`config.mk`:
```
export PLATFORM = sky130hd
export DESIGN_NAME = regulator_voltage_control_regs
export DESIGN_NICKNAME = d
export VERILOG_FILES = /design/src/regulator_voltage_control_pkg.sv /design/src/code_select.sv /design/src/regulator_voltage_control_regs.sv
export SDC_FILE = /design/constraint.sdc
export NUM_CORES = 1
export LEC_CHECK = 0
export CORE_ASPECT_RATIO = 1.4
export CORE_MARGIN = 3
export CORE_UTILIZATION = 25
export DETAILED_ROUTE_END_ITERATION = 7
export DONT_BUFFER_PORTS = 1
export SLEW_MARGIN = 20
export SYNTH_ARGS = -nofsm -noshare
export SYNTH_HDL_FRONTEND = slang
export SYNTH_SLANG_ARGS = --single-unit
```
`constraint.sdc`:
```
create_clock -name core_clk -period 1.8 [get_ports core_clk]
set_clock_uncertainty 0.15 [all_clocks]
set_input_delay 0.09 -clock core_clk [delete_from_list [all_inputs] [get_ports core_clk]]
set_output_delay 0.09 -clock core_clk [all_outputs]
set_load 0.05 [all_outputs]
```
`src/regulator_voltage_control_pkg.sv`:
```
// Constants shared by the regulator voltage and controller register bank.
// Assumes an 8-bit register address space driven by the serial host logic.
package regulator_voltage_control_pkg;

    // ---------------------------------------------------------------
    // Widths
    // ---------------------------------------------------------------
    localparam int ADDR_W        = 8;    // Register address width
    localparam int DATA_W        = 8;    // Register data width
    localparam int CONV_CODE_W   = 7;    // Converter six voltage code width
    localparam int LIN_CODE_W    = 4;    // Linear regulator voltage code width
    localparam int NUM_CTRL      = 3;    // Number of step-down controllers

    typedef logic [ADDR_W-1:0]      reg_addr_t;
    typedef logic [DATA_W-1:0]      reg_data_t;
    typedef logic [CONV_CODE_W-1:0] conv_code_t;
    typedef logic [LIN_CODE_W-1:0]  lin_code_t;
    typedef logic [NUM_CTRL-1:0]    ctrl_vec_t;

    // ---------------------------------------------------------------
    // Register offsets
    // ---------------------------------------------------------------
    localparam reg_addr_t OFS_CONV_SIX_SLEEP  = 8'h99; // Converter six sleep code
    localparam reg_addr_t OFS_LIN_TWO_VOLT    = 8'h9A; // Linear two codes
    localparam reg_addr_t OFS_LIN_THREE_VOLT  = 8'h9B; // Linear three codes
    localparam reg_addr_t OFS_CTRL_MODE_DIS   = 8'h9C; // Controller mode/force-off

    // ---------------------------------------------------------------
    // Field positions
    // ---------------------------------------------------------------
    localparam int CONV_SLEEP_LSB  = 1;  // Converter six code bits 7:1
    localparam int CONV_SLEEP_MSB  = 7;
    localparam int LIN_SLEEP_LSB   = 4;  // Linear sleep code bits 7:4
    localparam int LIN_SLEEP_MSB   = 7;
    localparam int LIN_NORM_LSB    = 0;  // Linear normal code bits 3:0
    localparam int LIN_NORM_MSB    = 3;
    localparam int MODE_LSB        = 3;  // Mode bits 5:3, controller one at 3
    localparam int MODE_MSB        = 5;
    localparam int RUN_LSB         = 0;  // Force-off bits 2:0, controller one at 0
    localparam int RUN_MSB         = 2;

    // Writable bit masks; other bits are reserved and read as zero
    localparam reg_data_t CONV_SLEEP_MASK = 8'hFE;
    localparam reg_data_t CTRL_MASK       = 8'h3F;

    // ---------------------------------------------------------------
    // Reset values
    // ---------------------------------------------------------------
    localparam reg_data_t RST_CONV_SIX_SLEEP = 8'h00;
    localparam reg_data_t RST_LIN_TWO_VOLT   = 8'h00;
    localparam reg_data_t RST_LIN_THREE_VOLT = 8'h00;
    localparam reg_data_t RST_CTRL_MODE_DIS  = 8'h27; // Controller three PWM, all run
    localparam reg_data_t READ_ZERO          = 8'h00; // Unmapped read answer

endpackage : regulator_voltage_control_pkg

```
`src/code_select.sv`:
```
// Sleep/normal voltage code selector with a registered output.
// Assumes the sleep indication comes from logic on the same clock.
`timescale 1ns/10ps
module code_select #(
    parameter int WIDTH = 4                         // Code width
) (
    // Clock and reset
    input  wire logic             core_clk,
    input  wire logic             nrst,
    // Selection
    input  wire logic             sleep_active,
    input  wire logic [WIDTH-1:0] normal_code,
    input  wire logic [WIDTH-1:0] sleep_code,
    // Code to the regulator
    output logic      [WIDTH-1:0] code_q
);

    logic [WIDTH-1:0] code_d;                       // Next regulator code

    // ---------------------------------------------------------------
    // Selection
    // ---------------------------------------------------------------
    // Pick the sleep code in sleep, else the normal code
    always_comb
    begin
        if (sleep_active)
        begin
            code_d = sleep_code;
        end
        else
        begin
            code_d = normal_code;
        end
    end

    // Register the chosen code; stored fields stay untouched
    always_ff @(posedge core_clk or negedge nrst)
    begin
        if (!nrst)
        begin
            code_q <= '0;
        end
        else
        begin
            code_q <= code_d;
        end
    end

endmodule : code_select

```
`src/regulator_voltage_control_regs.sv`:
```
// Register bank for converter six sleep code, linear two/three codes and
// step-down controller mode and force-off bits.
// Assumes a same-clock register port from the serial host logic and
// same-clock pin-enable and sleep indications from the sequencing logic.
`timescale 1ns/10ps
module regulator_voltage_control_regs
    import regulator_voltage_control_pkg::*;
(
    // Clock and reset
    input  wire logic                                     core_clk,
    input  wire logic                                     nrst,
    // Register port from host interface logic
    input  wire regulator_voltage_control_pkg::reg_addr_t reg_addr,
    input  wire logic                                     reg_wr_en,
    input  wire regulator_voltage_control_pkg::reg_data_t reg_wr_data,
    input  wire logic                                     reg_rd_en,
    output regulator_voltage_control_pkg::reg_data_t      reg_rd_data_q,
    output logic                                          reg_rd_valid_q,
    // Device state from sequencing logic
    input  wire logic                                     sleep_active,
    input  wire regulator_voltage_control_pkg::ctrl_vec_t control_pin_enable,
    input  wire regulator_voltage_control_pkg::conv_code_t converter_six_normal_code,
    // Converter six code to the analog side
    output regulator_voltage_control_pkg::conv_code_t     converter_six_code_q,
    // Linear regulator codes to the analog side
    output regulator_voltage_control_pkg::lin_code_t      linear_reg_two_code_q,
    output regulator_voltage_control_pkg::lin_code_t      linear_reg_three_code_q,
    // Step-down controller controls
    output logic                                          controller_one_pwm_select_q,
    output logic                                          controller_two_pwm_select_q,
    output logic                                          controller_three_pwm_select_q,
    output regulator_voltage_control_pkg::ctrl_vec_t      controller_run_q
);

    import regulator_voltage_control_pkg::*;

    // ---------------------------------------------------------------
    // Storage
    // ---------------------------------------------------------------
    reg_data_t conv_six_sleep_q;                    // Converter six sleep register
    reg_data_t conv_six_sleep_d;
    reg_data_t lin_two_volt_q;                      // Linear two voltage register
    reg_data_t lin_two_volt_d;
    reg_data_t lin_three_volt_q;                    // Linear three voltage register
    reg_data_t lin_three_volt_d;
    reg_data_t ctrl_mode_dis_q;                     // Controller control register
    reg_data_t ctrl_mode_dis_d;

    // Read path
    reg_data_t rd_data_d;                           // Next read answer
    logic      rd_valid_d;                          // Next read valid

    // Controller outputs
    ctrl_vec_t mode_sel_d;                          // Next PWM selects
    ctrl_vec_t mode_sel_q;                          // Registered PWM selects
    ctrl_vec_t run_d;                               // Next run permissions

    // Field views
    ctrl_vec_t force_off_n;                         // Register force-off bits
    ctrl_vec_t mode_bits;                           // Register mode bits

    assign force_off_n = ctrl_mode_dis_q[RUN_MSB:RUN_LSB];
    assign mode_bits   = ctrl_mode_dis_q[MODE_MSB:MODE_LSB];

    // ---------------------------------------------------------------
    // Register writes
    // ---------------------------------------------------------------
    // Decode a write and store writable bits only
    always_comb
    begin
        conv_six_sleep_d = conv_six_sleep_q;
        lin_two_volt_d   = lin_two_volt_q;
        lin_three_volt_d = lin_three_volt_q;
        ctrl_mode_dis_d  = ctrl_mode_dis_q;
        if (reg_wr_en)
        begin
            case (reg_addr)
                OFS_CONV_SIX_SLEEP:
                begin
                    // Code bits kept, bit 0 held at zero
                    conv_six_sleep_d = reg_wr_data & CONV_SLEEP_MASK;
                end
                OFS_LIN_TWO_VOLT:
                begin
                    // Both nibbles writable
                    lin_two_volt_d = reg_wr_data;
                end
                OFS_LIN_THREE_VOLT:
                begin
                    // Both nibbles writable
                    lin_three_volt_d = reg_wr_data;
                end
                OFS_CTRL_MODE_DIS:
                begin
                    // Mode and force-off bits kept, bits 7:6 held at zero
                    ctrl_mode_dis_d = reg_wr_data & CTRL_MASK;
                end
                default:
                begin
                    // Unmapped write ignored
                    conv_six_sleep_d = conv_six_sleep_q;
                end
            endcase
        end
    end

    // Register storage flops
    always_ff @(posedge core_clk or negedge nrst)
    begin
        if (!nrst)
        begin
            conv_six_sleep_q <= RST_CONV_SIX_SLEEP;
            lin_two_volt_q   <= RST_LIN_TWO_VOLT;
            lin_three_volt_q <= RST_LIN_THREE_VOLT;
            ctrl_mode_dis_q  <= RST_CTRL_MODE_DIS;
        end
        else
        begin
            conv_six_sleep_q <= conv_six_sleep_d;
            lin_two_volt_q   <= lin_two_volt_d;
            lin_three_volt_q <= lin_three_volt_d;
            ctrl_mode_dis_q  <= ctrl_mode_dis_d;
        end
    end

    // ---------------------------------------------------------------
    // Register reads
    // ---------------------------------------------------------------
    // Return stored value one cycle after the read strobe
    always_comb
    begin
        rd_valid_d = reg_rd_en;
        rd_data_d  = reg_rd_data_q;
        if (reg_rd_en)
        begin
            case (reg_addr)
                OFS_CONV_SIX_SLEEP:
                begin
                    // Reserved bit 0 reads zero
                    rd_data_d = conv_six_sleep_q & CONV_SLEEP_MASK;
                end
                OFS_LIN_TWO_VOLT:
                begin
                    // Sleep and normal nibbles
                    rd_data_d = lin_two_volt_q;
                end
                OFS_LIN_THREE_VOLT:
                begin
                    // Sleep and normal nibbles
                    rd_data_d = lin_three_volt_q;
                end
                OFS_CTRL_MODE_DIS:
                begin
                    // Reserved bits 7:6 read zero
                    rd_data_d = ctrl_mode_dis_q & CTRL_MASK;
                end
                default:
                begin
                    // Unmapped address reads zero
                    rd_data_d = READ_ZERO;
                end
            endcase
        end
    end

    // Read answer flops
    always_ff @(posedge core_clk or negedge nrst)
    begin
        if (!nrst)
        begin
            reg_rd_data_q  <= READ_ZERO;
            reg_rd_valid_q <= 1'b0;
        end
        else
        begin
            reg_rd_data_q  <= rd_data_d;
            reg_rd_valid_q <= rd_valid_d;
        end
    end

    // ---------------------------------------------------------------
    // Controller mode and force-off
    // ---------------------------------------------------------------
    // Per controller: mode passes, run needs pin enable and register bit
    genvar gi;
    generate
        for (gi = 0; gi < NUM_CTRL; gi++)
        begin : g_ctrl
            // Bit one selects forced PWM, zero automatic
            assign mode_sel_d[gi] = mode_bits[gi];
            // Zero in the register overrides the pin enable
            assign run_d[gi]      = control_pin_enable[gi] & force_off_n[gi];
        end
    endgenerate

    // Controller output flops
    always_ff @(posedge core_clk or negedge nrst)
    begin
        if (!nrst)
        begin
            mode_sel_q       <= '0;
            controller_run_q <= '0;
        end
        else
        begin
            mode_sel_q       <= mode_sel_d;
            controller_run_q <= run_d;
        end
    end

    // Mode selects straight from their flops
    always_comb
    begin
        controller_one_pwm_select_q   = mode_sel_q[0];
        controller_two_pwm_select_q   = mode_sel_q[1];
        controller_three_pwm_select_q = mode_sel_q[2];
    end

    // ---------------------------------------------------------------
    // Sleep/normal code selection
    // ---------------------------------------------------------------
    // Converter six: sleep code here, normal code from neighbour
    code_select #(
        .WIDTH (CONV_CODE_W)
    ) u_conv_six_sel (
        .core_clk     (core_clk),
        .nrst         (nrst),
        .sleep_active (sleep_active),
        .normal_code  (converter_six_normal_code),
        .sleep_code   (conv_six_sleep_q[CONV_SLEEP_MSB:CONV_SLEEP_LSB]),
        .code_q       (converter_six_code_q)
    );

    // Linear regulator two
    code_select #(
        .WIDTH (LIN_CODE_W)
    ) u_lin_two_sel (
        .core_clk     (core_clk),
        .nrst         (nrst),
        .sleep_active (sleep_active),
        .normal_code  (lin_two_volt_q[LIN_NORM_MSB:LIN_NORM_LSB]),
        .sleep_code   (lin_two_volt_q[LIN_SLEEP_MSB:LIN_SLEEP_LSB]),
        .code_q       (linear_reg_two_code_q)
    );

    // Linear regulator three
    code_select #(
        .WIDTH (LIN_CODE_W)
    ) u_lin_three_sel (
        .core_clk     (core_clk),
        .nrst         (nrst),
        .sleep_active (sleep_active),
        .normal_code  (lin_three_volt_q[LIN_NORM_MSB:LIN_NORM_LSB]),
        .sleep_code   (lin_three_volt_q[LIN_SLEEP_MSB:LIN_SLEEP_LSB]),
        .code_q       (linear_reg_three_code_q)
    );

endmodule : regulator_voltage_control_regs

```
==> results.sh <==
export IMPL_async_reset_ff_frac=1.00
export IMPL_max_freq_ghz=0.580
export IMPL_peakVddDrop_v=0.000296
export IMPL_end_kind="flip-flop"
export IMPL_syn_area_um2=2560
export IMPL_dpl_hpwl_um=4270
export IMPL_start_util=0.257
export IMPL_finalMaxSlewViolations=0
export IMPL_grt_overflow=0
export IMPL_synth_area_leaders="dfrtp_1 (54%), mux2_2 (19%), mux2_4 (4.7%), dfstp_2 (4.1%), a32oi_1 (1.7%)"
export IMPL_synthCells=174
export IMPL_numCtsBuffers=9
export IMPL_htreeDepth=3
export IMPL_rsz0062_at_grt="no"
export IMPL_synth_common_cells="dfrtp_1 (55), mux2_2 (43), mux2_4 (8)"
export IMPL_yosysSeqAreaShare=0.578
export IMPL_routed_wl_um=6420
export IMPL_io_pins=61
export IMPL_dpl_cell_area_um2=2700
export IMPL_drive_gt1_frac=0.372
export IMPL_crit_end="reg_rd_data_q[0]$_DFFE_PN0P_"
export IMPL_final_cell_area_um2=3370
export IMPL_hold_viol_final=0
export IMPL_reg2regPathDepth=4
export IMPL_cts_path_max_buffers=2
export IMPL_root_buffer="clkbuf_16"
export IMPL_rows=43
export IMPL_yosys_cell_types_count=29
export IMPL_status="complete, no violations"
export IMPL_post_route_min_period_ps=1730
export IMPL_grt_pass1_vias=1768
export IMPL_syn2layout_area_growth_pct=31.7
export IMPL_path_class="reg -> reg"
export IMPL_relSlewSlack=0.586
export IMPL_hold_class="in -> reg"
export IMPL_cp_cell_sequence="nor4bb_2 -> a211oi_1 -> dlygate4sd3_1 -> o22ai_1"
export IMPL_vias=1650
export IMPL_slowest_stage="dlygate4sd3_1"
export IMPL_worst_setup_path_start_kind="flip-flop"
export IMPL_power_density_nw_per_um2=971
export IMPL_ys_ff_latch=59
export IMPL_clkSinkCount=59
export IMPL_crit_path_start="ctrl_mode_dis_q[0]$_DFFE_PN1P_"
export IMPL_worstPathMaxFanout=3
export IMPL_reg2reg_slack_ps=70
export IMPL_cap_violations=0
export IMPL_ys_flop_type="dfrtp_1"
export IMPL_synth_edf_count=0
export IMPL_fin_nets=249
export IMPL_drt_initial_drc_count=61
export IMPL_grt_pass1_wl_um=10100
export IMPL_dr_pass1_iters=4
export IMPL_synth_top_area_cell="dfrtp_1"
export IMPL_die_height_um=126
export IMPL_vias_per_cell=4.60
export IMPL_clk_pin_slew_ps=50
export IMPL_dieArea_um2=11500
export IMPL_grt_max_degree=60
export IMPL_cts_tree="done"
export IMPL_core_um2=9950
export IMPL_fin_crit_sh=0.958
export IMPL_timing_rr_start="ctrl_mode_dis_q[0]$_DFFE_PN1P_"
export IMPL_required_ps=1880
export IMPL_post_route_drc_count=0
export IMPL_worst_pin_slew_ps=620
export IMPL_setup_violations=0
export IMPL_p_leak_nw=1.51
export IMPL_timing_rr_end="reg_rd_data_q[0]$_DFFE_PN0P_"
export IMPL_drtAntennaViolNets=0
export IMPL_gp_congestion=0.742
export IMPL_antenna_found_initial=1
export IMPL_synth_fp_nets=205
export IMPL_critPathArrivalTime_ps=1810
export IMPL_insertion_delay_ps=330
export IMPL_yosysWarnings=0
export IMPL_synth_top_area_frac=0.537
export IMPL_fin_setup_tns_ps=0
export IMPL_yosysMostFrequentCell="dfrtp_1"
export IMPL_cpPeakStageDelay_ps=560
export IMPL_io_buffers=0
export IMPL_grt_use_total=0.116
export IMPL_die_w_um=91.5
export IMPL_syn_avg_cell_area_um2=14.7
export IMPL_routedWlPerCell_um=17.9
==> area by class of cell <==
cell class	count	area, um^2
fill	962	6580
timing repair buffer	44	440
multi-input combinational	101	996
sequential	59	1480
inverter	3	11.3
tap	135	169
antenna	1	2.50
clock buffer	16	272
==> logic make-up (layout without fill, tap and decap cells) <==
logic type      after synthesis  in the layout  synth area share
compound gates               18             18            0.0552
buf+inv                      14             63            0.0357
flops                        59             59             0.578
mux                          51             51             0.236
other cells                   0              1                 0
simple gates                 32             32            0.0948
==> stage by stage <==
step	worst slack (ps)	utilization	std cells	hold slack, ps	power (mW)
after detailed placement	177	0.272	305	-354	1.63
final	74.8	0.339	359	21.6	3.27
after global placement	225	0.272	305	-354	1.63
after global routing	8.95	0.339	359	31.1	3.40
after floorplan	351	-	174	-356	1.62
after CTS	36.5	0.336	356	7.28	3.33
==> flip-flops by register name (all words and copies together) (netlist names) <==
register / cells
lin_two_volt_q: 8
mode_sel_q: 3
u_lin_three_sel.code_q: 4
ctrl_mode_dis_q: 6
controller_run_q: 3
u_lin_two_sel.code_q: 4
lin_three_volt_q: 8
reg_rd_valid_q: 1
reg_rd_data_q: 8
u_conv_six_sel.code_q: 7
conv_six_sleep_q: 7
==> power breakdown <==
| part | internal (mW) | switching (mW) | leakage, nW |
|---|---|---|---|
| Clock | 1.01 | 0.540 | 0.131 |
| Combinational | 0.130 | 0.0884 | 0.586 |
| Sequential | 1.39 | 0.123 | 0.793 |
| Total | 2.52 | 0.751 | 1.51 |
==> per-layer routing <==
metal | global-route usage | up-vias | routed length (um)
met2 | 0.190 | 54 | 3300
met1 | 0.131 | 856 | 2540
met5 | 0 | - | 0
li1 | - | 730 | -
met4 | 0.0480 | 0 | 138
met3 | 0.0508 | 10 | 445
==> critical path, delay by kind of cell, from the launching register on <==
family,cells,cell delay [ps]
and+or+nand+nor,1,210
DFF,1,540
buffers and inverters,1,560
AOI/OAI and AO/OA,2,180
==> cell usage in the layout (no fill, tap or decap), types with 3 or more instances in the layout <==
master / netlist / routed
a21boi_0: 5 / 5
a32oi_1: 5 / 5
and2_1: 3 / 3
buf_4: 3 / 9
clkbuf_1: 3 / 5
clkbuf_16: 0 / 9
dfrtp_1: 55 / 55
dfstp_2: 4 / 4
dlygate4sd3_1: 0 / 32
inv_1: 3 / 3
mux2_2: 43 / 43
mux2_4: 8 / 8
nand2_1: 5 / 5
nand2b_1: 5 / 5
nand4_1: 6 / 6
o22ai_1: 3 / 3
==> timing repair <==
item / in CTS / in global routing
hold endpoints to repair: 115 / 0
setup buffers: 0 / 2
hold buffers: 35 / 0
gates resized for setup: 0 / 4
setup endpoints to repair: 0 / 16
==> worst min-delay path by stage <==
stage / slack, ps / end / depth (start not counted) / startpoint
4_1_cts: 7 / reg_rd_data_q[5]$_DFFE_PN0P_ / 2 / reg_addr[3]
5_1_grt: 30 / reg_rd_data_q[6]$_DFFE_PN0P_ / 3 / reg_addr[1]
3_5_place_dp: -350 / mode_sel_q[0]$_DFF_PN0_ / 0 / nrst
2_1_floorplan: -360 / controller_run_q[0]$_DFF_PN0_ / 0 / nrst
3_3_place_gp: -350 / mode_sel_q[0]$_DFF_PN0_ / 0 / nrst
6_report: 20 / reg_rd_data_q[2]$_DFFE_PN0P_ / 3 / reg_addr[1]
(Power assumes the default switching activity.)
